===== src/core/tim_chan_cfg.svh =====
// Notes on behaviour
// - a channel is input capture when its function bit is 0, compare when 1.
// - function-select bits of absent channels ignore writes and read back as zero.
// - the compare-force register always reads as zero.
// - a force bit performs the channel's compare action at once, no flag set.
// - force and real match together: force wins, the flag stays clear.
// - a channel 7 event overrides compare actions of masked channels 7 to 0.
// - on a channel 7 event, masked channels take the linked data bit.
// - unmasked channels ignore the linked data bit on a channel 7 event.
// - linked data reaches a pin only if compare mode and not disconnected.
// - without channel 7 the mask and data registers read zero, ignore writes.
`ifndef TIM_CHAN_CFG_SVH
`define TIM_CHAN_CFG_SVH

// ****************************************
// register indices, byte address is four times the index
// ****************************************
`define TCC_IDX_W 6
`define TCC_IDX_FUNC_SEL 6'h00
`define TCC_IDX_FORCE 6'h01
`define TCC_IDX_LINK_MASK 6'h02
`define TCC_IDX_LINK_DATA 6'h03
`define TCC_IDX_IRQ_STATUS 6'h10
`define TCC_IDX_IRQ_MASK 6'h11

// ****************************************
// reset values and fields
// ****************************************
`define TCC_FUNC_SEL_RST 8'h00
`define TCC_LINK_MASK_RST 8'h00
`define TCC_LINK_DATA_RST 8'h00
`define TCC_PORT_RST 8'h00
`define TCC_IRQ_W 3
`define TCC_IRQ_RST 3'h0
`define TCC_IRQ_LINKED 0
`define TCC_IRQ_FORCED 1
`define TCC_IRQ_MATCH 2
`define TCC_CHANNELS_PRESENT 8'hFF

// ****************************************
// bus answers
// ****************************************
`define TCC_RESP_OKAY 2'h0
`define TCC_RESP_SLVERR 2'h2

`endif


===== src/core/tim_chan_pkg.sv =====
package tim_chan_pkg;

    // ****************************************
    // programmed compare action per channel
    // ****************************************
    typedef enum logic [1:0] {
        ACT_NONE = 2'b00,
        ACT_TOGGLE = 2'b01,
        ACT_CLEAR = 2'b10,
        ACT_SET = 2'b11
    } action_e;

    // ****************************************
    // timer-side events from counter and compare logic
    // ****************************************
    typedef struct packed {
        logic [7:0] compareMatch;
        logic counterOverflow;
        logic channel7ToggleOnOverflow;
    } timer_events_s;

    // ****************************************
    // per-channel control seen by the output logic
    // ****************************************
    typedef struct packed {
        logic [7:0] functionSel;
        logic [7:0] pinDisconnect;
        logic [7:0] forcePulse;
        logic [7:0] compareMatch;
        logic [7:0] linkedMask;
        logic [7:0] linkedData;
        logic channel7Event;
    } chan_ctrl_s;

endpackage : tim_chan_pkg


===== src/core/chan_output_logic.sv =====
module chan_output_logic (
    // channel control
    input wire tim_chan_pkg::chan_ctrl_s ctrl,
    input wire logic [15:0] actionSel,
    input wire logic [7:0] portNow,
    // results
    output logic [7:0] nextPort,
    output logic [7:0] nextFlag
);
    import tim_chan_pkg::*;

    genvar i;
    generate
        for (i = 0; i < 8; i++) begin : g_chan
            logic outMode;
            logic linked;
            logic fire;
            assign outMode = ctrl.functionSel[i] & ~ctrl.pinDisconnect[i];
            assign linked = ctrl.channel7Event & ctrl.linkedMask[i] & outMode;
            assign fire = (ctrl.forcePulse[i] | ctrl.compareMatch[i]) & outMode;

            always_comb begin
                nextPort[i] = portNow[i];
                if (linked) begin
                    // channel 7 wins over the channel's own action
                    nextPort[i] = ctrl.linkedData[i];
                end else if (fire) begin
                    case (action_e'(actionSel[2*i +: 2]))
                        ACT_TOGGLE: nextPort[i] = ~portNow[i];
                        ACT_CLEAR: nextPort[i] = 1'b0;
                        ACT_SET: nextPort[i] = 1'b1;
                        default: nextPort[i] = portNow[i];
                    endcase
                end
            end

            // a forced action never raises the flag, even with a real match
            assign nextFlag[i] = ctrl.compareMatch[i] & ctrl.functionSel[i] & ~ctrl.forcePulse[i];
        end
    endgenerate

endmodule : chan_output_logic


===== src/core/timer_channel_ctrl.sv =====
`include "tim_chan_cfg.svh"

module timer_channel_ctrl #(
    parameter logic [7:0] CHANNELS_PRESENT = `TCC_CHANNELS_PRESENT,
    parameter int ADDR_W = 8
) (
    // clock and reset
    input wire logic clock,
    input wire logic reset_n,
    // axi4-lite write address
    input wire logic [ADDR_W-1:0] s_axi_awaddr,
    input wire logic [2:0] s_axi_awprot,
    input wire logic s_axi_awvalid,
    output logic s_axi_awready,
    // axi4-lite write data
    input wire logic [31:0] s_axi_wdata,
    input wire logic [3:0] s_axi_wstrb,
    input wire logic s_axi_wvalid,
    output logic s_axi_wready,
    // axi4-lite write response
    output logic [1:0] s_axi_bresp,
    output logic s_axi_bvalid,
    input wire logic s_axi_bready,
    // axi4-lite read address
    input wire logic [ADDR_W-1:0] s_axi_araddr,
    input wire logic [2:0] s_axi_arprot,
    input wire logic s_axi_arvalid,
    output logic s_axi_arready,
    // axi4-lite read data
    output logic [31:0] s_axi_rdata,
    output logic [1:0] s_axi_rresp,
    output logic s_axi_rvalid,
    input wire logic s_axi_rready,
    // timer side
    input wire tim_chan_pkg::timer_events_s timerEvents,
    input wire logic [7:0] pinDisconnect,
    input wire logic [15:0] outputAction,
    // timer port
    output logic [7:0] portOut,
    output logic [7:0] portDrive,
    output logic [7:0] compareFlagSet,
    output logic irq
);
    import tim_chan_pkg::*;

    // ****************************************
    // declarations
    // ****************************************
    localparam bit CH7_PRESENT = CHANNELS_PRESENT[7];
    localparam logic [7:0] LINK_KEEP = CH7_PRESENT ? 8'hFF : 8'h00;

    logic [7:0] functionSel;
    logic [7:0] linkedMask;
    logic [7:0] linkedData;
    logic [7:0] forcePulse;
    logic [`TCC_IRQ_W-1:0] irqStatus;
    logic [`TCC_IRQ_W-1:0] irqMask;

    logic awHeld;
    logic wHeld;
    logic [`TCC_IDX_W-1:0] awIdx;
    logic [7:0] wByte;
    logic wLane0;
    logic writeNow;
    logic [`TCC_IDX_W-1:0] arIdx;
    logic readTake;
    logic writeFunc;
    logic writeForce;
    logic writeLinkMask;
    logic writeLinkData;
    logic writeIrqMask;
    logic awMapped;

    logic channel7Event;
    logic [7:0] nextPort;
    logic [7:0] nextFlag;
    logic [`TCC_IRQ_W-1:0] irqEvents;
    logic [`TCC_IRQ_W-1:0] irqClear;
    logic [`TCC_IRQ_W-1:0] next_irqStatus;
    chan_ctrl_s chanCtrl;

    // ****************************************
    // write channel
    // ****************************************
    assign writeNow = awHeld & wHeld & ~s_axi_bvalid;
    assign awMapped = (awIdx == `TCC_IDX_FUNC_SEL) || (awIdx == `TCC_IDX_FORCE) ||
        (awIdx == `TCC_IDX_LINK_MASK) || (awIdx == `TCC_IDX_LINK_DATA) ||
        (awIdx == `TCC_IDX_IRQ_STATUS) || (awIdx == `TCC_IDX_IRQ_MASK);
    assign writeFunc = writeNow & wLane0 & (awIdx == `TCC_IDX_FUNC_SEL);
    assign writeForce = writeNow & wLane0 & (awIdx == `TCC_IDX_FORCE);
    assign writeLinkMask = writeNow & wLane0 & (awIdx == `TCC_IDX_LINK_MASK);
    assign writeLinkData = writeNow & wLane0 & (awIdx == `TCC_IDX_LINK_DATA);
    assign writeIrqMask = writeNow & wLane0 & (awIdx == `TCC_IDX_IRQ_MASK);

    always_ff @(posedge clock or negedge reset_n) begin
        if (!reset_n) begin
            s_axi_awready <= 1'b1;
            awHeld <= 1'b0;
            awIdx <= '0;
        end else if (s_axi_awvalid && s_axi_awready) begin
            s_axi_awready <= 1'b0;
            awHeld <= 1'b1;
            awIdx <= s_axi_awaddr[`TCC_IDX_W+1:2];
        end else if (writeNow) begin
            awHeld <= 1'b0;
        end else if (s_axi_bvalid && s_axi_bready) begin
            s_axi_awready <= 1'b1;
        end
    end

    always_ff @(posedge clock or negedge reset_n) begin
        if (!reset_n) begin
            s_axi_wready <= 1'b1;
            wHeld <= 1'b0;
            wByte <= 8'h00;
            wLane0 <= 1'b0;
        end else if (s_axi_wvalid && s_axi_wready) begin
            s_axi_wready <= 1'b0;
            wHeld <= 1'b1;
            wByte <= s_axi_wdata[7:0];
            wLane0 <= s_axi_wstrb[0];
        end else if (writeNow) begin
            wHeld <= 1'b0;
        end else if (s_axi_bvalid && s_axi_bready) begin
            s_axi_wready <= 1'b1;
        end
    end

    always_ff @(posedge clock or negedge reset_n) begin
        if (!reset_n) begin
            s_axi_bvalid <= 1'b0;
            s_axi_bresp <= `TCC_RESP_OKAY;
        end else if (writeNow) begin
            s_axi_bvalid <= 1'b1;
            s_axi_bresp <= awMapped ? `TCC_RESP_OKAY : `TCC_RESP_SLVERR;
        end else if (s_axi_bready) begin
            s_axi_bvalid <= 1'b0;
        end
    end

    // ****************************************
    // registers
    // ****************************************
    always_ff @(posedge clock or negedge reset_n) begin
        if (!reset_n) begin
            functionSel <= `TCC_FUNC_SEL_RST;
        end else if (writeFunc) begin
            functionSel <= wByte & CHANNELS_PRESENT;
        end
    end

    always_ff @(posedge clock or negedge reset_n) begin
        if (!reset_n) begin
            linkedMask <= `TCC_LINK_MASK_RST;
        end else if (writeLinkMask) begin
            linkedMask <= wByte & LINK_KEEP;
        end
    end

    always_ff @(posedge clock or negedge reset_n) begin
        if (!reset_n) begin
            linkedData <= `TCC_LINK_DATA_RST;
        end else if (writeLinkData) begin
            linkedData <= wByte & LINK_KEEP;
        end
    end

    // force bits live for exactly the cycle after the write
    always_ff @(posedge clock or negedge reset_n) begin
        if (!reset_n) begin
            forcePulse <= 8'h00;
        end else begin
            forcePulse <= writeForce ? (wByte & CHANNELS_PRESENT) : 8'h00;
        end
    end

    always_ff @(posedge clock or negedge reset_n) begin
        if (!reset_n) begin
            irqMask <= `TCC_IRQ_RST;
        end else if (writeIrqMask) begin
            irqMask <= wByte[`TCC_IRQ_W-1:0];
        end
    end

    // ****************************************
    // read channel
    // ****************************************
    assign readTake = s_axi_arvalid & s_axi_arready;

    always_ff @(posedge clock or negedge reset_n) begin
        if (!reset_n) begin
            s_axi_arready <= 1'b1;
            s_axi_rvalid <= 1'b0;
            s_axi_rdata <= 32'h0000_0000;
            s_axi_rresp <= `TCC_RESP_OKAY;
            arIdx <= '0;
        end else if (readTake) begin
            s_axi_arready <= 1'b0;
            s_axi_rvalid <= 1'b1;
            arIdx <= s_axi_araddr[`TCC_IDX_W+1:2];
            s_axi_rresp <= `TCC_RESP_OKAY;
            case (s_axi_araddr[`TCC_IDX_W+1:2])
                `TCC_IDX_FUNC_SEL: s_axi_rdata <= {24'h000000, functionSel};
                `TCC_IDX_FORCE: s_axi_rdata <= 32'h0000_0000;
                `TCC_IDX_LINK_MASK: s_axi_rdata <= {24'h000000, linkedMask};
                `TCC_IDX_LINK_DATA: s_axi_rdata <= {24'h000000, linkedData};
                `TCC_IDX_IRQ_STATUS: s_axi_rdata <= {29'h0000_0000, irqStatus};
                `TCC_IDX_IRQ_MASK: s_axi_rdata <= {29'h0000_0000, irqMask};
                default: begin
                    s_axi_rdata <= 32'h0000_0000;
                    s_axi_rresp <= `TCC_RESP_SLVERR;
                end
            endcase
        end else if (s_axi_rvalid && s_axi_rready) begin
            s_axi_rvalid <= 1'b0;
            s_axi_arready <= 1'b1;
        end
    end

    // ****************************************
    // channel output logic
    // ****************************************
    // a forced channel 7 compare counts as a successful one
    assign channel7Event = CH7_PRESENT & ((functionSel[7] & ~pinDisconnect[7] &
        (timerEvents.compareMatch[7] | forcePulse[7])) |
        (timerEvents.counterOverflow & timerEvents.channel7ToggleOnOverflow));

    assign chanCtrl = '{
        functionSel: functionSel,
        pinDisconnect: pinDisconnect,
        forcePulse: forcePulse,
        compareMatch: timerEvents.compareMatch & CHANNELS_PRESENT,
        linkedMask: linkedMask,
        linkedData: linkedData,
        channel7Event: channel7Event
    };

    chan_output_logic u_chan_output_logic (
        .ctrl(chanCtrl),
        .actionSel(outputAction),
        .portNow(portOut),
        .nextPort(nextPort),
        .nextFlag(nextFlag)
    );

    always_ff @(posedge clock or negedge reset_n) begin
        if (!reset_n) begin
            portOut <= `TCC_PORT_RST;
            portDrive <= 8'h00;
        end else begin
            portOut <= nextPort & CHANNELS_PRESENT;
            portDrive <= functionSel & ~pinDisconnect;
        end
    end

    always_ff @(posedge clock or negedge reset_n) begin
        if (!reset_n) begin
            compareFlagSet <= 8'h00;
        end else begin
            compareFlagSet <= nextFlag;
        end
    end

    // ****************************************
    // interrupt
    // ****************************************
    assign irqEvents[`TCC_IRQ_LINKED] = channel7Event;
    assign irqEvents[`TCC_IRQ_FORCED] = |forcePulse;
    assign irqEvents[`TCC_IRQ_MATCH] = |nextFlag;
    assign irqClear = (readTake && s_axi_araddr[`TCC_IDX_W+1:2] == `TCC_IDX_IRQ_STATUS) ? '1 : '0;
    // a new event in the clearing read's cycle survives the clear
    assign next_irqStatus = (irqStatus & ~irqClear) | irqEvents;

    always_ff @(posedge clock or negedge reset_n) begin
        if (!reset_n) begin
            irqStatus <= `TCC_IRQ_RST;
            irq <= 1'b0;
        end else begin
            irqStatus <= next_irqStatus;
            irq <= |(next_irqStatus & irqMask);
        end
    end

    logic [7:0] outMode;
    logic [7:0] linkSel;
    assign outMode = functionSel & ~pinDisconnect;
    assign linkSel = channel7Event ? (linkedMask & outMode) : 8'h00;
endmodule : timer_channel_ctrl


===== config.mk =====
export PLATFORM = sky130hd
export DESIGN_NAME = timer_channel_ctrl
export DESIGN_NICKNAME = d
export VERILOG_FILES = /design/src/core/tim_chan_pkg.sv /design/src/core/chan_output_logic.sv /design/src/core/timer_channel_ctrl.sv
export VERILOG_INCLUDE_DIRS = /design/src /design/src/core
export SDC_FILE = /design/constraint.sdc
export NUM_CORES = 1
export LEC_CHECK = 0
export BUFFER_PORTS_ARGS = -buffer_cell sky130_fd_sc_hd__clkbuf_2
export CORE_MARGIN = 8
export CORE_UTILIZATION = 51
export CTS_BUF_LIST = sky130_fd_sc_hd__clkbuf_4 sky130_fd_sc_hd__clkbuf_8
export DETAILED_ROUTE_END_ITERATION = 7
export PLACE_DENSITY_LB_ADDON = 0.1
export REMOVE_ABC_BUFFERS = 1
export SLEW_MARGIN = 0
export SYNTH_ARGS = -nofsm -noshare
export SYNTH_HDL_FRONTEND = slang
export SYNTH_HIERARCHICAL = 1
export SYNTH_SLANG_ARGS = --single-unit

===== constraint.sdc =====
create_clock -name clock -period 2.05 [get_ports clock]
set_input_delay 0.41 -clock clock [delete_from_list [all_inputs] [get_ports clock]]
set_output_delay 0.41 -clock clock [all_outputs]
set_load 0.03 [all_outputs]

# Word-level counts from Yosys, hierarchy flattened
# Index checks and enable logic that the tools add are counted.
[word_totals] out_inout_bits=66 regBits=121 wordCells=254
[classes] muxes=42 n_reduce_logical=48 n_bitwise=98 n_eq_ne=36
[ops] op="1-bit AND" count=58
[ops] op="8-bit case mux with 5 select lines" count=1
[ops] op="2-bit == test (second input constant)" count=16
[ops] op="4-bit nonzero test" count=8
[ops] op="1-bit 2-to-1 mux" count=29
[ops] op="2-bit nonzero test" count=14
[ops] op="1-bit inverter" count=25
[ops] op="6-bit by 2-bit == test with 1-bit output (second input constant)" count=4
[ops] op="6-bit by 5-bit == test with 1-bit output (second input constant)" count=4
[ops] op="1-bit case mux with 3 select lines" count=8
[ops] op="2-bit AND reduction" count=10
[ops] op="2-bit by 1-bit == test with 1-bit output (second input constant)" count=8
[ops] op="8-bit OR reduction" count=2
[ops] op="6-bit by 1-bit == test with 1-bit output (second input constant)" count=2
[ops] op="6-bit zero test" count=2
[ops] op="1-bit bitwise OR" count=9
[ops] op="8-bit AND" count=1
[ops] op="8-bit 2-to-1 mux" count=1
[ops] op="8-bit inverter" count=1
[ops] op="3-bit AND" count=2
[ops] op="6-bit OR reduction" count=1
[ops] op="1-bit logical AND" count=5
[ops] op="1-bit logical OR" count=5
[ops] op="2-bit 2-to-1 mux" count=2
[ops] op="other kinds (5)" count=6

# Depth between registers and ports, before layout
# Gate-level depths: netlist of the first run.
[depth] word_depth=8 mapped_depth=6 depth_no_buf=6

# Hierarchy
# Netlist of the first run, hierarchy kept.
[by_module_without_submodules] module="timer_channel_ctrl" instances=1 cells_per_inst=282 area_per_inst_um2=3878.7
[by_module_without_submodules] module="chan_output_logic" instances=1 cells_per_inst=96 area_per_inst_um2=561.8

# Worst setup path before layout of the first run
# No wires, ideal clock.
[synth_path] kind="register to register" from="reg s_axi_bvalid" to="reg functionSel[0]" required_time_ns=1.925 stages_incl_launch_ff=6 slack_ns=0.403 period_less_slack_ns=1.647 arrival_ns=1.522 path_cell_list="dfrtp_1 > nand3b_1 > nor3b_2 > and2_1 > buf_6 > mux2_4"
[synth_between] elab_chain_len=4
[synth_rtl] item="from (decl)" line_no="timer_channel_ctrl.sv:22" text="output logic s_axi_bvalid,"
[synth_rtl] item="from (signal assigned)" line_no="timer_channel_ctrl.sv:131" text="s_axi_bvalid <= 1'b0;"
[synth_rtl] item="from (signal assigned)" line_no="timer_channel_ctrl.sv:134" text="s_axi_bvalid <= 1'b1;"
[synth_rtl] item="from (signal assigned)" line_no="timer_channel_ctrl.sv:137" text="s_axi_bvalid <= 1'b0;"
[synth_rtl] item="1-bit inverter" line_no="timer_channel_ctrl.sv:85" text="assign writeNow = awHeld & wHeld & ~s_axi_bvalid;"
[synth_rtl] item="1-bit AND" line_no="timer_channel_ctrl.sv:85"
[synth_rtl] item="1-bit AND (2 in series)" line_no="timer_channel_ctrl.sv:89" text="assign writeFunc = writeNow & wLane0 & (awIdx == `TCC_IDX_FUNC_SEL);"
[synth_rtl] item="to (signal assigned)" line_no="timer_channel_ctrl.sv:146" text="functionSel <= `TCC_FUNC_SEL_RST;"
[synth_rtl] item="to (signal assigned)" line_no="timer_channel_ctrl.sv:148" text="functionSel <= wByte & CHANNELS_PRESENT;"
[synth_rtl] item="to (decl)" line_no="timer_channel_ctrl.sv:52" text="logic [7:0] functionSel;"
# No other way between the ends.
# A chain may end at the register's enable or synchronous reset.

# Worst setup path after layout of the first run
[layout_path] from="reg forcePulse[7]" to="reg portOut[3]"
[layout_between] elab_cells_between_ends=9 cone_classes="mux (1); bitwise (5); reduce/logical (3)"
[layout_rtl] item="from (decl)" line_no="timer_channel_ctrl.sv:55" text="logic [7:0] forcePulse;"
[layout_rtl] item="from (signal assigned)" line_no="timer_channel_ctrl.sv:173" text="forcePulse <= writeForce ? (wByte & CHANNELS_PRESENT) : 8'h00;"
[layout_rtl] item="1-bit bitwise OR" line_no="timer_channel_ctrl.sv:225" text="(timerEvents.compareMatch[7] | forcePulse[7])) |"
[layout_rtl] item="1-bit AND" line_no="timer_channel_ctrl.sv:224" text="assign channel7Event = CH7_PRESENT & ((functionSel[7] & ~pinDisconnect[7] &"
[layout_rtl] item="1-bit bitwise OR" line_no="timer_channel_ctrl.sv:225"
[layout_rtl] item="named net channel7Event" line_no="timer_channel_ctrl.sv:74" text="logic channel7Event;"
[layout_rtl] item="1-bit AND (2 in series)" line_no="chan_output_logic.sv:19" text="assign linked = ctrl.channel7Event & ctrl.linkedMask[i] & outMode;"
[layout_rtl] item="1-bit 2-to-1 mux" line_no="chan_output_logic.sv:24" text="if (linked) begin"
[layout_rtl] item="named net nextPort[3]" line_no="timer_channel_ctrl.sv:75" text="logic [7:0] nextPort;"
[layout_rtl] item="to (signal assigned)" line_no="timer_channel_ctrl.sv:248" text="portOut <= `TCC_PORT_RST;"
[layout_rtl] item="to (signal assigned)" line_no="timer_channel_ctrl.sv:251" text="portOut <= nextPort & CHANNELS_PRESENT;"
[layout_rtl] item="to (decl)" line_no="timer_channel_ctrl.sv:39" text="output logic [7:0] portOut,"
# The timed path passes the listed nets, and every way through them passes these cells.

==> flow_summary.ini, run 1 <==
[drt]
drc_errors = 0
drtIter0Drc = 197
vias = 3212
routed_wl_um = 10600
routedWlPerCell_um = 17.5
via_per_inst = 5.30
first_pass_iters = 4
ant_nets = 0

[power]
p_int_uw = 3180
p_leak_uw = 0.00258
power_switching_uw = 1580
clkPwrFrac = 0.240
combPwrFrac = 0.227
seqPwrFrac = 0.533
power.density_nw_per_um2 = 913
p_total_uw = 4760
swShare = 0.332
worst_ir_drop_vdd_uv = 512

[worst_setup_path]
cp-end-kind = register
reg2reg_setup_slack_ps = 250
worstSetupPathType = register to register
path_max_fanout = 10
crit_required_ps = 2280
start_kind = register
cp.arrival_ps = 2030

[clock_tree]
clock_latency_ps = 360
hold_buffers = 0
cts_made_buffers = 9
cts.repair.resized = 0
cts_tree = yes
cts_root_buf = clkbuf_8
htree_levels = 3
cts_setup_buffers = 0
cts_sinks = 95
path_clk_slew_ps = 90
cts_buffer_depth = 2

[global_route]
grt_overflow = 0
antenna_found_initial = 0
grt_max_degree = 42
grt_usage = 0.182
grt_pass1_vias = 3296
grt_pass1_wl_um = 16800

[job]
cap_violations = 0

[sta]
worst_pin_slew_ps = 544
min_period_ps = 1800
period_share = 0.878
skew_ps = 6.97
clock.fmax_mhz = 556
slew_headroom = 0.638
hold_viol_final = 0
rsz0062_at_grt = false
finalSetupViolations = 0
setup_tns_ps = 0
slew_violations = 0

[floorplan]
start_util = 0.517
ioPinCount = 165
die_height_um = 109
die_width_um = 109
fp.coreArea_um2 = 8590
die_area_um2 = 11900
num_rows = 34

[layout]
drive_gt1_frac = 0.355
fin_nets = 592
synthToLayoutAreaGrowth_pct = 17.4
n_antenna_cell = 0
most-common-layout-cells = 100 x clkbuf_2, 92 x dfrtp_1, 34 x mux2_2, 30 x nor2_1, 26 x conb_1
stdcell_count = 606
layout_commonest_cell = clkbuf_2

[placed_design]
dp_hpwl_um = 8130
placed_cells = 590
port_buffers = 101
place.gp.congestion = 0.767

[yosys]
async_flop_share = 1.00
synth-seq-area-share = 0.536
postSynth.topFlopCell = dfrtp_1
synth.distinct_cells = 42
syn_inst = 378
synth.avg_cell_area_um2 = 11.7
synth_edf_count = 0
ys_seq_elements = 95
syn_area_um2 = 4440
yosys_warnings = 6

[status]
status = completed

[hold_path]
worstHoldPathType = input pin to asynchronous set/reset pin
kinds of logic after synthesis:
logic type             count (synthesis)  synth area share
and+or+nand+nor                      127             0.169
muxes                                 56             0.145
AOI/OAI and AO/OA                     58            0.0899
buffers and inverters                 41            0.0595
other                                  1          0.000844
DFF                                   95             0.536
cells in the mapped netlist, types with 2 or more instances:
cell type,count,area (µm²)
a21o_1,3,22.5
a21oi_1,8,40.0
a22o_1,3,26.3
a2bb2oi_1,5,43.8
a31oi_1,17,106
and2_1,10,62.6
and3_1,2,12.5
and4b_1,7,70.1
buf_4,27,203
dfrtp_1,92,2300
dfstp_2,3,78.8
inv_1,11,41.3
mux2_2,34,383
mux2_4,8,120
mux2i_1,14,140
nand2_1,24,90.1
nand2b_1,9,56.3
nand3b_1,2,15.0
nand4_1,2,12.5
nor2_1,30,113
nor2b_1,17,106
nor3_1,2,10.0
nor4_1,4,25.0
nor4_4,2,42.5
o21ai_0,5,25.0
o21ai_1,5,25.0
o32a_1,3,30.0
o41ai_1,8,70.1
or4_1,8,60.1
layer usage:
layer  GRT usage  vias to the layer above  wire [µm]
met3      0.0504                        9        841
met5           0                        -          0
met2       0.303                       83       5180
met1       0.227                     1581       4490
li1            -                     1539          -
met4      0.0521                        0        102
through the flow:
stage                     setup WS [ps]  utilization  hold slack (ps)  instance area, µm²
after floorplan                     259            -              114                4310
after global placement              229        0.585              425                5030
after detailed placement            175        0.585              431                5030
after CTS                           219        0.606             37.1                5210
after global routing                181        0.606             48.7                5210
final                               251        0.606             27.7                5210
final timing paths:
kind,from,end,cells after the start
min in group clock,s_axi_wvalid,s_axi_wready,2
setup / recovery,forcePulse[7],portOut[3],5
setup reg to reg,forcePulse[7],portOut[3],5
max in group asynchronous,reset_n,s_axi_awready,2
hold / removal,reset_n,portDrive[0],1
hold reg to reg,forcePulse[3],compareFlagSet[3],1
power groups by stage:
| stage | clock (µW) | sequential (µW) | combinational [µW] |
|---|---|---|---|
| 6_report | 1140 | 2540 | 1080 |
| 5_1_grt | 1260 | 2600 | 1180 |
| 4_1_cts | 1170 | 2540 | 1090 |
| 3_5_place_dp | 0 | 2580 | 1090 |
| 3_3_place_gp | 0 | 2560 | 1060 |
| 2_1_floorplan | 0 | 2700 | 537 |
final cells by class:
type | count | area [µm²]
clock inverters | 5 | 32.5
repair buffers | 109 | 581
fillers | 724 | 3380
multi-input cells | 267 | 1890
flip-flops and latches | 95 | 2380
well taps | 108 | 135
clock buffers | 11 | 151
inverters | 11 | 41.3
registers in the layout (all words and copies together), names as in the netlist:
| name | cells |
|---|---|
| s_axi_arready | 1 |
| s_axi_bresp | 1 |
| awHeld | 1 |
| portOut | 8 |
| portDrive | 8 |
| s_axi_bvalid | 1 |
| wLane0 | 1 |
| irqStatus | 3 |
| wHeld | 1 |
| forcePulse | 8 |
| linkedData | 8 |
| awIdx | 6 |
| s_axi_wready | 1 |
| irqMask | 3 |
| s_axi_rvalid | 1 |
| functionSel | 8 |
| irq | 1 |
| wByte | 8 |
| linkedMask | 8 |
| compareFlagSet | 8 |
| s_axi_rresp | 1 |
| s_axi_rdata | 8 |
| s_axi_awready | 1 |
critical path, cell delays in order, from the launching register on:
cell and delay, ps:
dfrtp_1 430, or2_1 240, a22o_1 390, and4b_1 320, a31oi_1 190, a31oi_1 110
(Power assumes the default switching activity.)
==> run 2, diff against run 1 <==
--- a/config.mk
+++ b/config.mk
@@ -6,9 +6,10 @@
 export SDC_FILE = /design/constraint.sdc
 export NUM_CORES = 1
 export LEC_CHECK = 0
+export ABC_AREA = 1
 export BUFFER_PORTS_ARGS = -buffer_cell sky130_fd_sc_hd__clkbuf_2
 export CORE_MARGIN = 8
-export CORE_UTILIZATION = 51
+export CORE_UTILIZATION = 52
 export CTS_BUF_LIST = sky130_fd_sc_hd__clkbuf_4 sky130_fd_sc_hd__clkbuf_8
 export DETAILED_ROUTE_END_ITERATION = 7
 export PLACE_DENSITY_LB_ADDON = 0.1
==> flow_summary.ini, run 2 <==
[status]
status = completed

[global_route]
grt_overflow = 0
grt_usage = 0.182
grt_pass1_vias = 3761
antenna_found_initial = 0
grt_max_degree = 40
grt_pass1_wl_um = 18300

[clock_tree]
cts_tree = yes
cts_buffer_depth = 2
cts_sinks = 95
cts_made_buffers = 9
htree_levels = 3
cts_root_buf = clkbuf_8
clock_latency_ps = 350
cts.repair.resized = 0
path_clk_slew_ps = 90

[sta]
worst_pin_slew_ps = 725
min_period_ps = 1640
clock.fmax_mhz = 611
period_share = 0.799
finalSetupViolations = 0
hold_viol_final = 0
rsz0062_at_grt = false
slew_headroom = 0.516
skew_ps = 10.6
setup_tns_ps = 0
slew_violations = 0

[layout]
n_antenna_cell = 0
drive_gt1_frac = 0.244
synthToLayoutAreaGrowth_pct = 15.8
layout_commonest_cell = nand2_1
most-common-layout-cells = 145 x nand2_1, 100 x clkbuf_2, 96 x nor2_1, 92 x dfrtp_1, 62 x inv_1
fin_nets = 773
stdcell_area_um2 = 5420

[worst_setup_path]
worstPathCellList = or2_2 > a21boi_1 > inv_1 > nand4_1 > nand2_1
worstSetupPathType = register to register
r2r_cells = 5
reg2reg_from = forcePulse[7]
path_max_fanout = 16
path_delay_family = simple AND/OR/NAND/NOR gates
path_depth = 5
crit_buf_inv = 1
critPathSlowestCell = dfrtp_1
start_kind = register
r2r-end = portOut[7]
worstSetupStartpoint = forcePulse[7]
critPathMaxStageDelay_ps = 410
cp.arrival_ps = 1880
endpoint = portOut[7]
crit_required_ps = 2290
reg2reg_setup_slack_ps = 410
cp-end-kind = register

[power]
power_switching_uw = 2550
combPwrFrac = 0.335
worst_ir_drop_vdd_uv = 635
p_int_uw = 3890
p_total_uw = 6440
swShare = 0.396
p_leak_uw = 0.00298
seqPwrFrac = 0.448
clkPwrFrac = 0.217
power.density_nw_per_um2 = 1190

[drt]
first_pass_iters = 4
routedWlPerCell_um = 13.9
routed_wl_um = 10900
drc_errors = 0
via_per_inst = 4.86
drtIter0Drc = 142
vias = 3822
ant_nets = 0

[yosys]
yosysMostFrequentCell = nand2_1
yosys_warnings = 6
synth-seq-area-share = 0.509
synth_largest_area_cell = dfrtp_1
syn_area_um2 = 4680
synth_top_cell_area_share = 0.492
synth_area_leaders = dfrtp_1 49%, nand2_1 12%, nor2_1 7.7%
synth.distinct_cells = 31
synth_edf_count = 0
synth.avg_cell_area_um2 = 8.24
postSynth.topFlopCell = dfrtp_1
ys_seq_elements = 95
syn_inst = 568
async_flop_share = 1.00
synth_common_cells = 145 x nand2_1, 96 x nor2_1, 92 x dfrtp_1

[floorplan]
start_util = 0.537
die_height_um = 111
die_width_um = 111
num_rows = 34
ioPinCount = 165
die_area_um2 = 12300
fp.coreArea_um2 = 8720

[job]
cap_violations = 0

[placed_design]
placement.cell_area_um2 = 5180
dp_hpwl_um = 8090
place.gp.congestion = 0.836
port_buffers = 101

[hold_path]
worstHoldPathType = input pin to register
==> run 2: stage by stage <==
step            util  worst slack (ps)  hold slack [ps]  instances
6_report       0.622               412              208        787
5_1_grt        0.622               256              195        787
4_1_cts        0.622               379              191        787
3_5_place_dp   0.594               343              379        770
3_3_place_gp   0.594               395              375        770
2_1_floorplan      -               464              114        556
==> run 2: cell families (layout without fill, tap and decap cells) <==
group	Yosys count	in the layout	share of synthesized area
simple gates	298	298	0.278
flops	95	95	0.509
mux	4	4	0.00962
other cells	1	26	0.000801
buf+inv	102	188	0.114
compound gates	68	68	0.0885
==> run 2: what timing repair did <==
action / 4_1_cts / 5_1_grt
hold buffers: 1 / 0
buffers inserted: 0 / 0
hold endpoints to repair: 25 / 0
==> run 2: per-layer routing <==
layer / global-route usage / up-vias / routed length, µm
met2: 0.300 / 106 / 5280
met1: 0.224 / 1757 / 4800
met3: 0.0465 / 13 / 705
li1: - / 1946 / -
met5: 0 / - / 0
met4: 0.0685 / 0 / 161
==> run 2: worst min-delay path by stage <==
| stage | from | to | slack (ps) | depth (start not counted) |
|---|---|---|---|---|
| 2_1_floorplan | reset_n | awHeld | 110 | 0 |
| 3_3_place_gp | reset_n | portDrive[5] | 380 | 1 |
| 3_5_place_dp | reset_n | portDrive[5] | 380 | 1 |
| 4_1_cts | pinDisconnect[6] | portDrive[6] | 190 | 2 |
| 5_1_grt | pinDisconnect[1] | portDrive[1] | 190 | 2 |
| 6_report | pinDisconnect[0] | portDrive[0] | 210 | 2 |
==> run 2: power groups by stage <==
stage                     Combinational [µW]  Clock (µW)  Sequential [µW]
after global placement                  2120           0             2890
final                                   2160        1400             2890
after detailed placement                2170           0             2920
after floorplan                         1130           0             3260
after CTS                               2190        1430             2890
after global routing                    2420        1510             2960
==> run 2: area by class of cell <==
class                   count  area [µm²]
repair buffers            107         568
fillers                   817        3300
clock buffers              13         166
well taps                 108         135
flip-flops and latches     95        2380
multi-input cells         396        1860
clock inverters             3        65.1
inverters                  65         244
